--- src/design/dhs_params.svh ---
`ifndef DHS_PARAMS_SVH
`define DHS_PARAMS_SVH

// Width of the host command byte
`define DHS_CMD_WIDTH      8
// Width of the synchroniser vector; 10 asynchronous inputs use bits 0 to 9, the rest are tied low
`define DHS_SYNC_WIDTH     16
// Bit positions inside the synchroniser vector
`define DHS_POS_PHASE2     0
`define DHS_POS_HLDA       1
`define DHS_POS_HOST_BUS_READY       2
`define DHS_POS_PRIORITY_CHAIN_IN_N_N    3
`define DHS_POS_HOLD_LINE  4
`define DHS_POS_ADDR_MSB   5
`define DHS_POS_MEM_RD_N   6
`define DHS_POS_MEM_WR_N   7
`define DHS_POS_CMD_STB    8
`define DHS_POS_CMD_RD     9
// Reset values
`define DHS_RST_STAGES     4'h0
`define DHS_RST_CMD_BYTE   8'h00
`define DHS_RST_SYNC       16'h0000

`endif

--- src/design/dhs_pkg.sv ---
package dhs_pkg;

    typedef struct packed {
        logic qa;
        logic qb;
        logic qc;
        logic qd;
    } dhs_stage_type;

    typedef enum logic [3:0] {
        DHS_ARB_IDLE    = 4'b0001,
        DHS_ARB_START   = 4'b0010,
        DHS_ARB_WON     = 4'b0100,
        DHS_ARB_ABORTED = 4'b1000
    } dhs_arb_type;

endpackage

--- src/design/dhs_sync_if.sv ---
`timescale 1ns/1ps
interface dhs_sync_if #(
    parameter int WIDTH = 16
);
    logic [WIDTH-1:0] raw;
    logic [WIDTH-1:0] synced;

    modport src (output raw, input synced);
    modport dst (input raw, output synced);
endinterface

--- src/design/dhs_sync.sv ---
`timescale 1ns/1ps
`include "dhs_params.svh"
module dhs_sync
    import dhs_pkg::*;
#(
    parameter int WIDTH = 16
) (
    input  wire logic clock,
    input  wire logic rst_n,
    dhs_sync_if.dst   port
);
    logic [WIDTH-1:0] meta_reg;
    logic [WIDTH-1:0] sync_reg;

    // Two-stage synchroniser; first stage feeds only the second
    always_ff @(posedge clock or negedge rst_n) begin
        if (!rst_n) begin
            meta_reg <= WIDTH'(`DHS_RST_SYNC);
            sync_reg <= WIDTH'(`DHS_RST_SYNC);
        end else begin
            meta_reg <= port.raw;
            sync_reg <= meta_reg;
        end
    end

    assign port.synced = sync_reg;
endmodule

--- src/design/dhs_sequencer.sv ---
`timescale 1ns/1ps
`include "dhs_params.svh"
module dhs_sequencer
    import dhs_pkg::*;
#(
    parameter int CMD_WIDTH = `DHS_CMD_WIDTH
) (
    input  wire logic                 clock,
    input  wire logic                 rst_n,
    input  wire logic                 local_addr_msb,
    input  wire logic                 local_mem_read_n,
    input  wire logic                 local_mem_write_n,
    input  wire logic                 local_cmd_read,
    input  wire logic                 host_cmd_strobe,
    input  wire logic [CMD_WIDTH-1:0] host_cmd_data,
    input  wire logic                 host_phase2_clock,
    input  wire logic                 host_hold_acknowledge,
    input  wire logic                 host_bus_ready,
    input  wire logic                 priority_chain_in_n,
    input  wire logic                 host_hold_request_n_in,
    output logic                      host_hold_request_n_out,
    output logic                      host_hold_request_n_oe,
    output logic                      priority_chain_out_n,
    output logic                      local_cpu_ready_input,
    output logic                      host_bus_drive_en,
    output logic                      data_drive_en,
    output logic                      data_dir_to_host,
    output logic                      bus_wait_status,
    output logic                      host_write_strobe_n,
    output logic                      command_pending_n,
    output logic [CMD_WIDTH-1:0]      command_byte,
    output logic                      dma_active
);
    dhs_sync_if #(.WIDTH(`DHS_SYNC_WIDTH)) sync_bus ();

    dhs_sync #(
        .WIDTH (`DHS_SYNC_WIDTH)
    ) u_sync (
        .clock (clock),
        .rst_n (rst_n),
        .port  (sync_bus)
    );

    // Active-low pins cross inverted so a cleared synchroniser reads idle
    always_comb begin
        sync_bus.raw                     = '0;
        sync_bus.raw[`DHS_POS_PHASE2]    = host_phase2_clock;
        sync_bus.raw[`DHS_POS_HLDA]      = host_hold_acknowledge;
        sync_bus.raw[`DHS_POS_HOST_BUS_READY]      = host_bus_ready;
        sync_bus.raw[`DHS_POS_PRIORITY_CHAIN_IN_N_N]   = ~priority_chain_in_n;
        sync_bus.raw[`DHS_POS_HOLD_LINE] = ~host_hold_request_n_in;
        sync_bus.raw[`DHS_POS_ADDR_MSB]  = local_addr_msb;
        sync_bus.raw[`DHS_POS_MEM_RD_N]  = ~local_mem_read_n;
        sync_bus.raw[`DHS_POS_MEM_WR_N]  = ~local_mem_write_n;
        sync_bus.raw[`DHS_POS_CMD_STB]   = host_cmd_strobe;
        sync_bus.raw[`DHS_POS_CMD_RD]    = local_cmd_read;
    end

    logic phase2_s;
    logic hlda_s;
    logic host_bus_ready_s;
    logic priority_chain_in_n_n_s;
    logic hold_line_s;
    logic addr_msb_s;
    logic mem_rd_n_s;
    logic mem_wr_n_s;
    logic cmd_stb_s;
    logic cmd_rd_s;

    assign phase2_s    = sync_bus.synced[`DHS_POS_PHASE2];
    assign hlda_s      = sync_bus.synced[`DHS_POS_HLDA];
    assign host_bus_ready_s      = sync_bus.synced[`DHS_POS_HOST_BUS_READY];
    assign priority_chain_in_n_n_s   = ~sync_bus.synced[`DHS_POS_PRIORITY_CHAIN_IN_N_N];
    assign hold_line_s = ~sync_bus.synced[`DHS_POS_HOLD_LINE];
    assign addr_msb_s  = sync_bus.synced[`DHS_POS_ADDR_MSB];
    assign mem_rd_n_s  = ~sync_bus.synced[`DHS_POS_MEM_RD_N];
    assign mem_wr_n_s  = ~sync_bus.synced[`DHS_POS_MEM_WR_N];
    assign cmd_stb_s   = sync_bus.synced[`DHS_POS_CMD_STB];
    assign cmd_rd_s    = sync_bus.synced[`DHS_POS_CMD_RD];

    // Edge detection on synchronised levels
    logic phase2_prev_reg;
    logic cmd_stb_prev_reg;
    logic cmd_rd_prev_reg;

    always_ff @(posedge clock or negedge rst_n) begin
        if (!rst_n) begin
            phase2_prev_reg  <= 1'b0;
            cmd_stb_prev_reg <= 1'b0;
            cmd_rd_prev_reg  <= 1'b0;
        end else begin
            phase2_prev_reg  <= phase2_s;
            cmd_stb_prev_reg <= cmd_stb_s;
            cmd_rd_prev_reg  <= cmd_rd_s;
        end
    end

    logic trailing_edge;
    logic cmd_write_event;
    logic cmd_read_event;

    assign trailing_edge   = phase2_prev_reg & ~phase2_s;
    assign cmd_write_event = cmd_stb_s & ~cmd_stb_prev_reg;
    assign cmd_read_event  = cmd_rd_s & ~cmd_rd_prev_reg;

    // Command data resampled twice; held stable while the strobe is high
    logic [CMD_WIDTH-1:0] cmd_data_meta_reg;
    logic [CMD_WIDTH-1:0] cmd_data_sync_reg;

    always_ff @(posedge clock or negedge rst_n) begin
        if (!rst_n) begin
            cmd_data_meta_reg <= '0;
            cmd_data_sync_reg <= '0;
        end else begin
            cmd_data_meta_reg <= host_cmd_data;
            cmd_data_sync_reg <= cmd_data_meta_reg;
        end
    end

    // Command byte and pending flag; a new write wins over a read
    logic [CMD_WIDTH-1:0] cmd_byte_reg;
    logic                 cmd_pending_reg;

    always_ff @(posedge clock or negedge rst_n) begin
        if (!rst_n) begin
            cmd_byte_reg    <= `DHS_RST_CMD_BYTE;
            cmd_pending_reg <= 1'b0;
        end else begin
            if (cmd_write_event) begin
                cmd_byte_reg    <= cmd_data_sync_reg;
                cmd_pending_reg <= 1'b1;
            end else if (cmd_read_event) begin
                cmd_pending_reg <= 1'b0;
            end
        end
    end

    // Transaction request and sequencer clear
    logic dma_req;
    logic hold_req;
    logic sequencer_clear;
    logic shift_mode;

    assign dma_req         = addr_msb_s & (~mem_rd_n_s | ~mem_wr_n_s);
    assign hold_req        = dma_req | cmd_pending_reg;
    assign sequencer_clear = ~hold_req;

    dhs_stage_type stage_reg;
    dhs_arb_type   arb_reg;
    logic          abort_now;

    assign shift_mode = stage_reg.qb & dma_req;
    assign abort_now  = trailing_edge & (arb_reg == DHS_ARB_START) & ~priority_chain_in_n_n_s;

    // Four-stage sequencer; qa, qc and qd step on phase-2 trailing edges, qb sets on hold acknowledge
    always_ff @(posedge clock or negedge rst_n) begin
        if (!rst_n) begin
            stage_reg <= `DHS_RST_STAGES;
        end else if (sequencer_clear || abort_now) begin
            stage_reg <= `DHS_RST_STAGES;
        end else begin
            if (!stage_reg.qa && trailing_edge && hold_line_s && priority_chain_in_n_n_s) begin
                stage_reg.qa <= 1'b1;
            end
            if (stage_reg.qa && hlda_s) begin
                stage_reg.qb <= 1'b1;
            end
            if (!dma_req) begin
                stage_reg.qc <= 1'b0;
                stage_reg.qd <= 1'b0;
            end else if (shift_mode && trailing_edge) begin
                stage_reg.qc <= 1'b1;
                stage_reg.qd <= stage_reg.qc;
            end
        end
    end

    // Tracks the one-edge window in which a fresh start may be aborted
    always_ff @(posedge clock or negedge rst_n) begin
        if (!rst_n) begin
            arb_reg <= DHS_ARB_IDLE;
        end else begin
            case (arb_reg)
                DHS_ARB_IDLE: begin
                    if (!sequencer_clear && !stage_reg.qa && trailing_edge
                        && hold_line_s && priority_chain_in_n_n_s) begin
                        arb_reg <= DHS_ARB_START;
                    end
                end
                DHS_ARB_START: begin
                    if (sequencer_clear) begin
                        arb_reg <= DHS_ARB_IDLE;
                    end else if (abort_now) begin
                        arb_reg <= DHS_ARB_ABORTED;
                    end else if (trailing_edge) begin
                        arb_reg <= DHS_ARB_WON;
                    end
                end
                DHS_ARB_WON: begin
                    if (!stage_reg.qa) begin
                        arb_reg <= DHS_ARB_IDLE;
                    end
                end
                DHS_ARB_ABORTED: begin
                    arb_reg <= DHS_ARB_IDLE;
                end
                default: begin
                    arb_reg <= DHS_ARB_IDLE;
                end
            endcase
        end
    end

    // Registered pin drivers
    dhs_stage_type stage_next;

    always_comb begin
        stage_next = stage_reg;
    end

    always_ff @(posedge clock or negedge rst_n) begin
        if (!rst_n) begin
            host_hold_request_n_out <= 1'b1;
            host_hold_request_n_oe  <= 1'b0;
            priority_chain_out_n    <= 1'b1;
            local_cpu_ready_input   <= 1'b1;
            host_bus_drive_en       <= 1'b0;
            data_drive_en           <= 1'b0;
            data_dir_to_host        <= 1'b0;
            bus_wait_status         <= 1'b0;
            host_write_strobe_n     <= 1'b1;
            dma_active              <= 1'b0;
        end else begin
            host_hold_request_n_out <= 1'b0;
            host_hold_request_n_oe  <= stage_next.qa;
            priority_chain_out_n    <= ~(~priority_chain_in_n_n_s | stage_next.qa);
            local_cpu_ready_input   <= ~dma_req | (stage_next.qd & host_bus_ready_s);
            host_bus_drive_en       <= stage_next.qb;
            data_drive_en           <= stage_next.qb & dma_req;
            data_dir_to_host        <= mem_rd_n_s;
            bus_wait_status         <= stage_next.qc;
            host_write_strobe_n     <= ~(stage_next.qc & ~mem_wr_n_s);
            dma_active              <= stage_next.qb & dma_req;
        end
    end

    assign command_pending_n = ~cmd_pending_reg;
    assign command_byte      = cmd_byte_reg;
endmodule

--- config.mk ---
export PLATFORM = sky130hd
export DESIGN_NAME = dhs_sequencer
export DESIGN_NICKNAME = d
export VERILOG_FILES = /design/src/design/dhs_pkg.sv /design/src/design/dhs_sync_if.sv /design/src/design/dhs_sync.sv /design/src/design/dhs_sequencer.sv
export VERILOG_INCLUDE_DIRS = /design/src /design/src/design
export SDC_FILE = /design/constraint.sdc
export NUM_CORES = 1
export LEC_CHECK = 0
export BUFFER_PORTS_ARGS = -buffer_cell sky130_fd_sc_hd__buf_2
export CORE_MARGIN = 2
export CORE_UTILIZATION = 53
export DETAILED_ROUTE_END_ITERATION = 12
export HOLD_SLACK_MARGIN = 0.06
export PLACE_DENSITY_LB_ADDON = 0.1
export RECOVER_POWER = 100
export SLEW_MARGIN = 10
export SYNTH_ARGS = -nofsm -noshare
export SYNTH_HDL_FRONTEND = slang
export SYNTH_SLANG_ARGS = --single-unit
--- constraint.sdc ---
create_clock -name clock -period 3 [get_ports clock]
set_input_delay 0 -clock clock [delete_from_list [all_inputs] [get_ports clock]]
set_output_delay 0 -clock clock [all_outputs]
set_load 0.03 [all_outputs]
Word-level counts from Yosys, hierarchy flattened

Cells that the tools add are included.
W data, S select, Z words.

Bits in registers: 65
Logic and storage cells: 86

Muxes and demuxes: 13
Bitwise gates (word level): 28
Reductions and logical operators: 15
Eq/ne operators: 7

Operator list:

| operator             | count |
|---|---|
| $mux W4              | 6 |
| $not A1 Y1           | 15 |
| $pmux W4 S3          | 1 |
| $and A1 B1 Y1        | 9 |
| $logic_and A1 B1 Y1  | 9 |
| $reduce_bool A2 Y1   | 3 |
| $eq A4 B1 Y1 const B | 1 |
| $eq A4 B2 Y1 const B | 1 |
| $eq A4 B3 Y1 const B | 1 |
| $mux W1              | 4 |
| $mux W2              | 2 |
| $ne A2 B2 Y1 const B | 2 |
| $ne A4 B4 Y1 const B | 1 |
| $or A1 B1 Y1         | 4 |
| $ne A3 B1 Y1 const B | 1 |
| $reduce_and A3 Y1    | 1 |
| $logic_not A1 Y1     | 1 |
| $logic_or A1 B1 Y1   | 1 |

Logic depth before layout (Yosys ltp)

Gate-level depths: netlist (run 1).

Depth in word-level cells: 9
Depth in mapped cells: 4
Gate-level depth less buffers: 3

Cells and area by module

Synthesis (run 1) repeated with hierarchy kept, for this count alone.

Cells, all modules: 129
Area, all modules: 2,293.4 um^2

Modules (own cells, without submodules):

| module        | times used | sequential area each (um^2) | area each (um^2) | cells an instance |
|---|---|---|---|---|
| dhs_sequencer | 1          | 1,132.3                     | 1,492.7          | 97 |
| dhs_sync      | 1          | 800.8                       | 800.8            | 32 |

Worst setup path after synthesis (run 1)

OpenSTA, ideal clock, no wires.

Path type: flip-flop to flip-flop
Start point: register arb_reg[0]
End point: register arb_reg[2]
Cell stages (with the launch flop): 4
Slack: 1,717 ps
Buffers on the path: 0
Period minus slack after synthesis: 1,283 ps
Library setup time: 124 ps
Arrival time: 1,159 ps
Path through: dfstp_2 -> or4b_1 -> o21ai_1 -> o31ai_1

Cells in the longest elaborated chain, start to end: 6
Elaborated cells between the ends (all ways): 12

Ends and longest elaborated chain:

| what                        | RTL line                                   | text |
|---|---|---|
| start: declaration          | dhs_sequencer.sv:149                       | `dhs_arb_type arb_reg;` |
| start signal: assignment    | dhs_sequencer.sv:181                       | `arb_reg <= DHS_ARB_IDLE;` |
| start signal: assignment    | dhs_sequencer.sv:187                       | `arb_reg <= DHS_ARB_START;` |
| start signal: assignment    | dhs_sequencer.sv:192                       | `arb_reg <= DHS_ARB_IDLE;` |
| $eq A4 B2 Y1                | dhs_sequencer.sv:153, dhs_sequencer.sv:183 |  |
| $and A1 B1 Y1 (2 in series) | dhs_sequencer.sv:153                       | `assign abort_now = trailing_edge & (arb_reg == DHS_ARB_START) & ~priority_chain_in_n_n_s;` |
| $mux W4                     | dhs_sequencer.sv:193                       | `end else if (abort_now) begin` |
| $mux W4                     | dhs_sequencer.sv:191                       | `if (sequencer_clear) begin` |
| $pmux W4 S3                 | dhs_sequencer.sv:183                       | `case (arb_reg)` |

Parallel ways exist; a longest one is shown, timed or not.
A chain may end at the register's enable or synchronous reset.

Worst setup path after layout (run 1)

Start point: register arb_reg[3]
End point: register stage_reg, in the netlist stage_next[1]

Cells in the longest elaborated chain, start to end: 5
Elaborated cells between the ends (all ways): 6

Ends and longest elaborated chain:

| what                                                     | RTL line             | text |
|---|---|---|
| $eq A4 B2 Y1 (*)                                         | dhs_sequencer.sv:153 |  |
| $and A1 B1 Y1 (*) (2 in series)                          | dhs_sequencer.sv:153 |  |
| $logic_or A1 B1 Y1 (*)                                   | dhs_sequencer.sv:159 | `end else if (sequencer_clear \|\| abort_now) begin` |
| $ne A3 B1 Y1 (no line) / $mux W4 (equally long branches) | n/a                  |  |
| end signal: assignment                                   | dhs_sequencer.sv:158 | `` stage_reg <= `DHS_RST_STAGES; `` |
| end signal: assignment                                   | dhs_sequencer.sv:160 | `` stage_reg <= `DHS_RST_STAGES; `` |
| end: declaration                                         | dhs_sequencer.sv:148 | `dhs_stage_type stage_reg;` |

Every way passes the cells marked *; elsewhere a longest branch is shown, timed or not.

==> summary.txt, run 1 <==
number of post-CTS setup repair buffers: 0
clock root buffer: clkbuf_8
Reg2Reg Setup Slack: 1450 ps
crit path launch type: flop
Post-Syn Nets: 140
Worst Path Required: 3190 ps
Worst Path Arrival: 1730 ps
synth warn: 0
largest net degree at the start of global routing: 37
Hold Fails Final Rpt: 0
grt total ovfl: 0
DP Worst Slack: 1470 ps
initial antenna violation count: 0
minimum clock period: 1550 ps
mean post-synth cell area: 16.8 sq um
Setup violations, final: 0
WS Path Type: reg2reg
Worst-Margin Slew: 756 ps
hold slack: 281 ps
Port Buffer Count: 38
Mapped Cells: 120
RR Endpoint: stage_next[1]$_DFFE_PN0P_
Tightest Hold Check Type: in2async
clock-pin slew on the worst setup and hold paths: 60 ps
Slew Limit Fails: 0
Chip Height: 65.6 um
# DRC: 0
I/O pin count: 39
Post-synth EDFFs: 0
post-route design area: 2590 sq um
number of global-route vias before repair: 1242
Max Fclk: 0.646 GHz
Pre-antenna DRT Iters: 4
Worst R2R Start: arb_reg[3]$_DFFE_PN0P_
Synth Flop Type: dfrtp_1
Starting Density: 55.0%
H-tree depth: 3
clock sink count: 65
die width: 65.6 um
status: completed
Fin Setup TNS: 0 ps
Max Buffers Root-to-Sink: 2
post-placement cell count: 204
CTS tree: yes
# diodes: 0
Layout fillers: 276
Vias: 1126
post-synth cell types: 28
Clk Latency, worst-skew pair: 320 ps
worst-path fanout max: 4
initial DRC count: 31
Inserted Clock Buffers: 9
GP Congestion: 0.731
Post-Route WL: 3.07 mm
Design Power: 1.81 mW
Peak supply drop: 0.415 mV
GRT Overall Usage: 17.7%
slew margin rel.: 49.5%
Crit. End Element: flop
Final Cycle Share: 51.6%
#FFs+latches synth: 65
total die area: 4300 sq um
post-route ant nets: 0
first-pass GRT wire length: 5.32 mm
layout cell share with drive strength beyond 1: 24.6%
Multi-input gate area: 317 sq um
nets@finish: 206
MaxCap Viol Count: 0
wire per inst: 12.8 um
Pleak: 1.20 nW
PD cells: 699 nW/um^2
final non-filler cell total: 239
Final HPWL DP: 1.96 mm
Reg2Reg Depth: 3
# rows: 22
Final Util: 70.6%
core outline area: 3660 sq um
Final WS setup: 1450 ps
register area: 1630 sq um
Async SR Flop Fraction: 100%
clk_skew: 7.93 ps
sequential-to-total area share from yosys stat: 81.2%
Cell Area, Placed: 2250 sq um
RSZ-0062 raised after global routing: no
vias per cell: 4.71
Mapped Area: 2010 sq um
Syn-to-layout area delta: 28.5%
## synth_stat cells, drive strengths merged, types with 2 or more instances
cell type | instances | area [sq um]
a21o | 2 | 15.0
a21oi | 3 | 15.0
buf | 3 | 17.5
dfrtp | 60 | 1500
dfstp | 5 | 131
inv | 8 | 30.0
mux2 | 8 | 90.1
nand2 | 3 | 11.3
nand2b | 2 | 12.5
nor2 | 3 | 11.3
nor2b | 2 | 12.5
nor3 | 5 | 25.0
nor4b | 3 | 47.5
o21ai | 2 | 10.0
## cells by family (layout without fill, tap and decap cells)
group                  Yosys count  in the layout  share of synthesized area (%)
other                            1              1                          0.186
buffers and inverters           11             82                           2.36
AOI/OAI and AO/OA               11             11                           3.48
and+or+nand+nor                 23             23                           7.84
muxes                            9              9                           4.98
DFF                             65             65                           81.2
## cell usage in the layout (no fill, tap or decap), drive strengths merged
master       instances
a21o                 2
a21oi                3
a31oi                1
a32oi                1
and2                 1
and3                 1
buf                 20
bufinv               1
clkbuf              31
clkinv               2
clkinvlp             1
conb                 1
dfrtp               60
dfstp                5
dlygate4sd3         19
inv                  8
mux2                 8
mux2i                1
nand2                3
nand2b               2
nand3b               1
nor2                 3
nor2b                2
nor3                 5
nor4b                3
o21a                 1
o21ai                2
o31ai                1
or4                  1
or4b                 1
## per-layer routing
metal | GRT usage (%) | vias to the layer above | wire length [um]
met3 | 8.73 | 7 | 214
met4 | 7.81 | 0 | 44
met2 | 30.0 | 42 | 1560
met1 | 18.6 | 547 | 1250
met5 | 0 | - | 0
li1 | - | 530 | -
## worst max-delay path, cell delays in order, from the launching register on
cell and delay (ps):
dfrtp_1 410, nor4b_1 610, and3_1 330, nor3_1 70
## how the worst max path moves through the flow
stage	cells after the start	startpoint	slack, ps	to
finish	3	arb_reg[3]$_DFFE_PN0P_	1450	stage_next[1]$_DFFE_PN0P_
floorplan	3	arb_reg[0]$_DFFE_PN1P_	1720	arb_reg[2]$_DFFE_PN0P_
global placement	2	cmd_stb_prev_reg$_DFF_PN0_	1540	command_byte[3]$_DFFE_PN0P_
CTS	2	u_sync.port.synced[8]$_DFF_PN0_	1450	command_byte[2]$_DFFE_PN0P_
detailed placement	2	u_sync.port.synced[8]$_DFF_PN0_	1470	command_byte[2]$_DFFE_PN0P_
global route	3	arb_reg[3]$_DFFE_PN0P_	1380	stage_next[0]$_DFFE_PN0P_
## layout make-up
type / count / share of cell area, %
Sequential cell: 65 / 63.1
Timing Repair Buffer: 58 / 14.1
Multi-Input combinational cell: 44 / 12.2
Clock buffer: 12 / 5.22
Tap cell: 48 / 2.32
Clock inverter: 4 / 1.84
Inverter: 8 / 1.16
## report_power, final
group	switching [mW]	total, mW	internal [mW]
Sequential	0.0285	0.966	0.938
Combinational	0.109	0.169	0.0605
Clock	0.291	0.672	0.381
## timing repair
item | 4_1_cts | 5_1_grt
resized for setup | 0 | 0
endpoints found under the hold margin | 49 | 0
hold buffers | 19 | 0
Power figures use the tool's default switching activity.
==> run 2: changes to the inputs <==
==> constraint.sdc (replaced) <==
create_clock -name clock -period 1.6 [get_ports clock]
set_input_delay 0 -clock clock [delete_from_list [all_inputs] [get_ports clock]]
set_output_delay 0 -clock clock [all_outputs]
set_load 0.03 [all_outputs]
==> run 2 against run 1 <==
- power up 89%
- clock skew down 3.8 ps
- largest power group unchanged
- wire length down 2.4%
- critical path type unchanged
- die area unchanged
==> summary.txt, run 2 (synthesized netlist as in run 1, its figures left out) <==
Worst-Margin Slew: 818 ps
Final HPWL DP: 1.87 mm
clock-pin slew on the worst setup and hold paths: 60 ps
Vias: 1123
Reg2Reg Depth: 3
Setup violations, final: 0
# rows: 22
# DRC: 0
Final Util: 71.2%
Clock Power Share: 37.8%
commonest cells after routing, fill and taps aside: 60 x dfrtp_1, 23 x clkbuf_1, 19 x dlygate4sd3_1, 18 x buf_2, 10 x clkbuf_8
Max Fclk: 0.717 GHz
grt total ovfl: 0
Tightest Hold Check Type: in2reg
Chip Height: 65.6 um
initial antenna violation count: 0
Inserted Clock Buffers: 9
Syn-to-layout area delta: 29.6%
cts repair resizes: 0
Clk Latency, worst-skew pair: 320 ps
crit path launch type: flop
slew margin rel.: 45.5%
Fin Setup TNS: 0 ps
total die area: 4300 sq um
Hold Fails Final Rpt: 0
# diodes: 0
Int Pwr: 2.63 mW
Final Cycle Share: 87.2%
die width: 65.6 um
largest net degree at the start of global routing: 66
Peak supply drop: 0.907 mV
post-route ant nets: 0
H-tree depth: 3
RSZ-0062 raised after global routing: no
first-pass GRT wire length: 4.89 mm
Slew Limit Fails: 0
I/O pin count: 39
PD cells: 1310 nW/um^2
Layout fillers: 279
CTS tree: yes
nets@finish: 208
core outline area: 3660 sq um
vias per cell: 4.66
worst hold path depth: 2
layout cell share with drive strength beyond 1: 24.9%
wire per inst: 12.4 um
Port Buffer Count: 38
Post-Route WL: 3.00 mm
initial DRC count: 56
Worst Path Arrival: 1590 ps
status: completed
Worst Path Required: 1800 ps
commonest non-fill, non-tap cell in the layout: dfrtp_1
GRT Overall Usage: 16.1%
Starting Density: 55.0%
minimum clock period: 1400 ps
Reg2Reg Setup Slack: 200 ps
NetSw: 790 uW
combinational power share: 9.3%
Max Buffers Root-to-Sink: 2
clock root buffer: clkbuf_8
WS Path Type: reg2reg
switching share of power: 23.1%
register share of total power: 52.8%
Pre-antenna DRT Iters: 4
clk_skew: 4.17 ps
clock sink count: 65
GP Congestion: 0.725
MaxCap Viol Count: 0
Crit. End Element: flop
number of global-route vias before repair: 1120
Pleak: 1.21 nW
worst-path fanout max: 4
[run 2: layer usage]
layer | track usage [%] | up-vias | share of wire (%)
met5 | 0 | - | 0
met4 | 7.55 | 0 | 1.4
met3 | 7.19 | 6 | 6.3
met2 | 23.9 | 36 | 49
met1 | 20.4 | 551 | 44
li1 | - | 530 | -
[run 2: final cells by class]
cell class | count | area [sq um] | share of cell area, %
clock inverters | 3 | 40.0 | 1.54
repair buffers | 60 | 373 | 14.3
flip-flops and latches | 65 | 1630 | 62.6
multi-input cells | 44 | 323 | 12.4
inverters | 8 | 30.0 | 1.15
clock buffers | 13 | 149 | 5.71
well taps | 48 | 60.1 | 2.30
[run 2: what timing repair did]
item / in CTS / in global routing
endpoints found under the hold margin: 83 / 0
endpoints found under the setup margin: 0 / 0
hold buffers: 19 / 0
buffers inserted: 0 / 0
[run 2: final timing paths]
path,from,to
worst max register to register,arb_reg[0]$_DFFE_PN1P_,arb_reg[2]$_DFFE_PN0P_
worst max-delay path,arb_reg[0]$_DFFE_PN1P_,arb_reg[2]$_DFFE_PN0P_
worst min register to register,u_sync.meta_reg[2]$_DFF_PN0_,u_sync.port.synced[2]$_DFF_PN0_
max in group asynchronous,rst_n,cmd_data_meta_reg[2]$_DFF_PN0_
min in group asynchronous,rst_n,u_sync.meta_reg[2]$_DFF_PN0_
worst min-delay path,host_hold_acknowledge,u_sync.meta_reg[1]$_DFF_PN0_
[run 2: critical path, cell delays in order, from the launching register on]
cell and delay (ps):
dfstp_1 570, or4b_1 440, o21ai_0 190, o31ai_1 90
[run 2: power groups by stage]
stage / Combinational, mW / Clock, mW / Sequential [mW]
final: 0.319 / 1.29 / 1.81
after global routing: 0.348 / 1.42 / 1.82
after CTS: 0.346 / 1.33 / 1.81
after detailed placement: 0.311 / 0 / 1.84
after global placement: 0.305 / 0 / 1.83
after floorplan: 0.0877 / 0 / 1.93
[run 2: metrics by stage]
stage | hold WS, ps | cell area, sq um | cells | setup WS [ps] | total power [mW]
6_report | 314 | 2610 | 241 | 205 | 3.42
3_5_place_dp | 33.7 | 2280 | 206 | 242 | 2.15
3_3_place_gp | 28.4 | 2280 | 206 | 295 | 2.14
5_1_grt | 308 | 2610 | 241 | 117 | 3.58
4_1_cts | 222 | 2660 | 241 | 232 | 3.48
2_1_floorplan | -296 | 2010 | 120 | 317 | 2.01
==> run 3: changes to the inputs <==
--- a/config.mk
+++ b/config.mk
@@ -6,6 +6,7 @@
 export SDC_FILE = /design/constraint.sdc
 export NUM_CORES = 1
 export LEC_CHECK = 0
+export ABC_AREA = 1
 export BUFFER_PORTS_ARGS = -buffer_cell sky130_fd_sc_hd__buf_2
 export CORE_MARGIN = 2
 export CORE_UTILIZATION = 53
==> run 3 against run 2 <==
- combinational power rose by 48%
- first-iteration DRC count rose by 120%
- cell count rose by 12%
- hold slack barely moved
- clock power rose by 9%
- critical path type unchanged
- largest power group unchanged
==> summary.txt, run 3 <==
clk_skew: 5.44 ps
# rows: 22
PD cells: 1390 nW/um^2
clock-pin slew on the worst setup and hold paths: 60 ps
largest net degree at the start of global routing: 66
core outline area: 3720 sq um
layout cell share with drive strength beyond 1: 23.8%
total die area: 4420 sq um
H-tree depth: 3
Final HPWL DP: 1.98 mm
CP top delay family: simple AND/OR/NAND/NOR gates
initial antenna violation count: 0
Hold Fails Final Rpt: 0
Slew Limit Fails: 0
Starting Density: 55.6%
Synth top cells by count: 60 x dfrtp_1, 21 x inv_1, 17 x nand2_1
MaxCap Viol Count: 0
Peak supply drop: 0.982 mV
first-pass GRT wire length: 5.32 mm
Pre-antenna DRT Iters: 4
hold slack: 314 ps
Synth area leaders: dfrtp_1 73%, dfstp_2 6.4%, mux2_2 4.4%
CP most frequent cell: nand2_1
wire per inst: 11.6 um
met2 Usage GRT: 27.1%
top-area cell type share of the netlist area: 72.6%
Post-Syn Nets: 170
Syn-to-layout area delta: 29.8%
Vias: 1214
post-synth cell types: 20
Most Crowded Layer GR: met2
Final Cycle Share: 80.4%
minimum clock period: 1290 ps
Pleak: 1.32 nW
Crit. End Element: flop
post-route ant nets: 0
synth warn: 0
initial DRC count: 123
Async SR Flop Fraction: 100%
worst path bufs/invs: 1
Fin Setup TNS: 0 ps
commonest cells after routing, fill and taps aside: 60 x dfrtp_1, 21 x inv_1, 21 x clkbuf_1, 19 x dlygate4sd3_1, 19 x buf_2
Max Fclk: 0.777 GHz
Final Util: 72.2%
clock root buffer: clkbuf_8
clock sink count: 65
commonest non-fill, non-tap cell in the layout: dfrtp_1
sequential-to-total area share from yosys stat: 79.0%
vias per cell: 4.48
Final WS setup: 313 ps
Worst Path Arrival: 1500 ps
Post-Route WL: 3.14 mm
#FFs+latches synth: 65
Port Buffer Count: 38
GP Congestion: 0.775
GRT Overall Usage: 17.6%
number of post-CTS setup repair buffers: 0
grt total ovfl: 0
Layout fillers: 261
Mapped Area: 2070 sq um
slowest CP cell: dfrtp_1
global routing met1 resource utilization: 20.5%
slowest stage delay, CP: 390 ps
CTS tree: yes
Post-synth EDFFs: 0
cell with the most instances after synthesis: dfrtp_1
Chip Height: 66.5 um
cts repair resizes: 0
Synth Flop Type: dfrtp_1
slew margin rel.: 45.8%
status: completed
Tightest Hold Check Type: in2reg
die width: 66.5 um
# DRC: 0
Worst-Margin Slew: 813 ps
RSZ-0062 raised after global routing: no
number of global-route vias before repair: 1223
Setup violations, final: 0
DP Worst Slack: 370 ps
CTS Hold Buffers Added: 19
Worst Path Required: 1810 ps
Max Buffers Root-to-Sink: 2
Inserted Clock Buffers: 9
WS Path Type: reg2reg
I/O pin count: 39
Synth area leader: dfrtp_1
crit path cell chain: nor2_1 -> inv_1 -> nor3_2 -> nand2_1 -> nand3_1 -> nand2_1
Clk Latency, worst-skew pair: 330 ps
# diodes: 0
GR Util met3: 8.28%
nets@finish: 238
worst-path fanout max: 3
Mapped Cells: 150
crit path launch type: flop
mean post-synth cell area: 13.8 sq um
[run 3: cell count changes in the layout (fill, tap and decap cells not counted), moves of 4 or more]
cell     before  now
inv_1         8   21
nand2_1       3   18
nand3_1       0    5
nor2_1        3   16
nor3_1        5    1
[run 3: routing by layer]
layer	vias up	wire length [um]
met5	-	0
met4	0	70
met3	6	163
met2	29	1530
met1	586	1380
li1	593	-
[run 3: cell type report]
| class | count | area [sq um] | share of cell area [%] |
|---|---|---|---|
| Sequential cell | 65 | 1630 | 60.8 |
| Timing Repair Buffer | 58 | 364 | 13.6 |
| Multi-Input combinational cell | 61 | 333 | 12.4 |
| Clock buffer | 14 | 173 | 6.43 |
| Inverter | 23 | 86.3 | 3.22 |
| Tap cell | 48 | 60.1 | 2.24 |
| Clock inverter | 2 | 35.0 | 1.31 |
[run 3: worst register-to-register path, delay by kind of cell, from the launching register on]
kind | cells | cell delay [ps]
simple gates | 5 | 700
buf+inv | 1 | 80
flops | 1 | 390
[run 3: logic make-up after synthesis]
kind of cell           Yosys count  synth area share, %
AOI/OAI and AO/OA                7                 2.24
buffers and inverters           24                 4.54
DFF                             65                 79.0
muxes                            8                 4.36
other                            1                0.181
and+or+nand+nor                 45                 9.68
[run 3: worst paths after layout]
path                                              start                               to  slack [ps]  cells after the start
setup / recovery                 arb_reg[3]$_DFFE_PN0P_           arb_reg[2]$_DFFE_PN0P_         310                      6
hold / removal                         host_cmd_data[6]   cmd_data_meta_reg[6]$_DFF_PN0_         310                      2
setup reg to reg                 arb_reg[3]$_DFFE_PN0P_           arb_reg[2]$_DFFE_PN0P_         310                      6
hold reg to reg            u_sync.meta_reg[1]$_DFF_PN0_  u_sync.port.synced[1]$_DFF_PN0_         340                      0
max in group asynchronous                         rst_n     u_sync.meta_reg[4]$_DFF_PN0_         660                      3
min in group asynchronous                         rst_n   cmd_data_sync_reg[3]$_DFF_PN0_         420                      3
[run 3: metrics by stage]
step           instances  power, mW  cell area [sq um]
2_1_floorplan        150       2.18               2070
3_3_place_gp         236       2.32               2330
3_5_place_dp         236       2.35               2330
4_1_cts              271       3.80               2730
5_1_grt              271       3.93               2680
6_report             271       3.73               2680
[run 3: power breakdown]
part	switching [mW]	leakage (nW)	internal (mW)	total, mW
clock network	0.549	0.107	0.846	1.40
logic	0.310	0.443	0.164	0.473
registers	0.0651	0.774	1.79	1.86
total	0.924	1.32	2.80	3.73
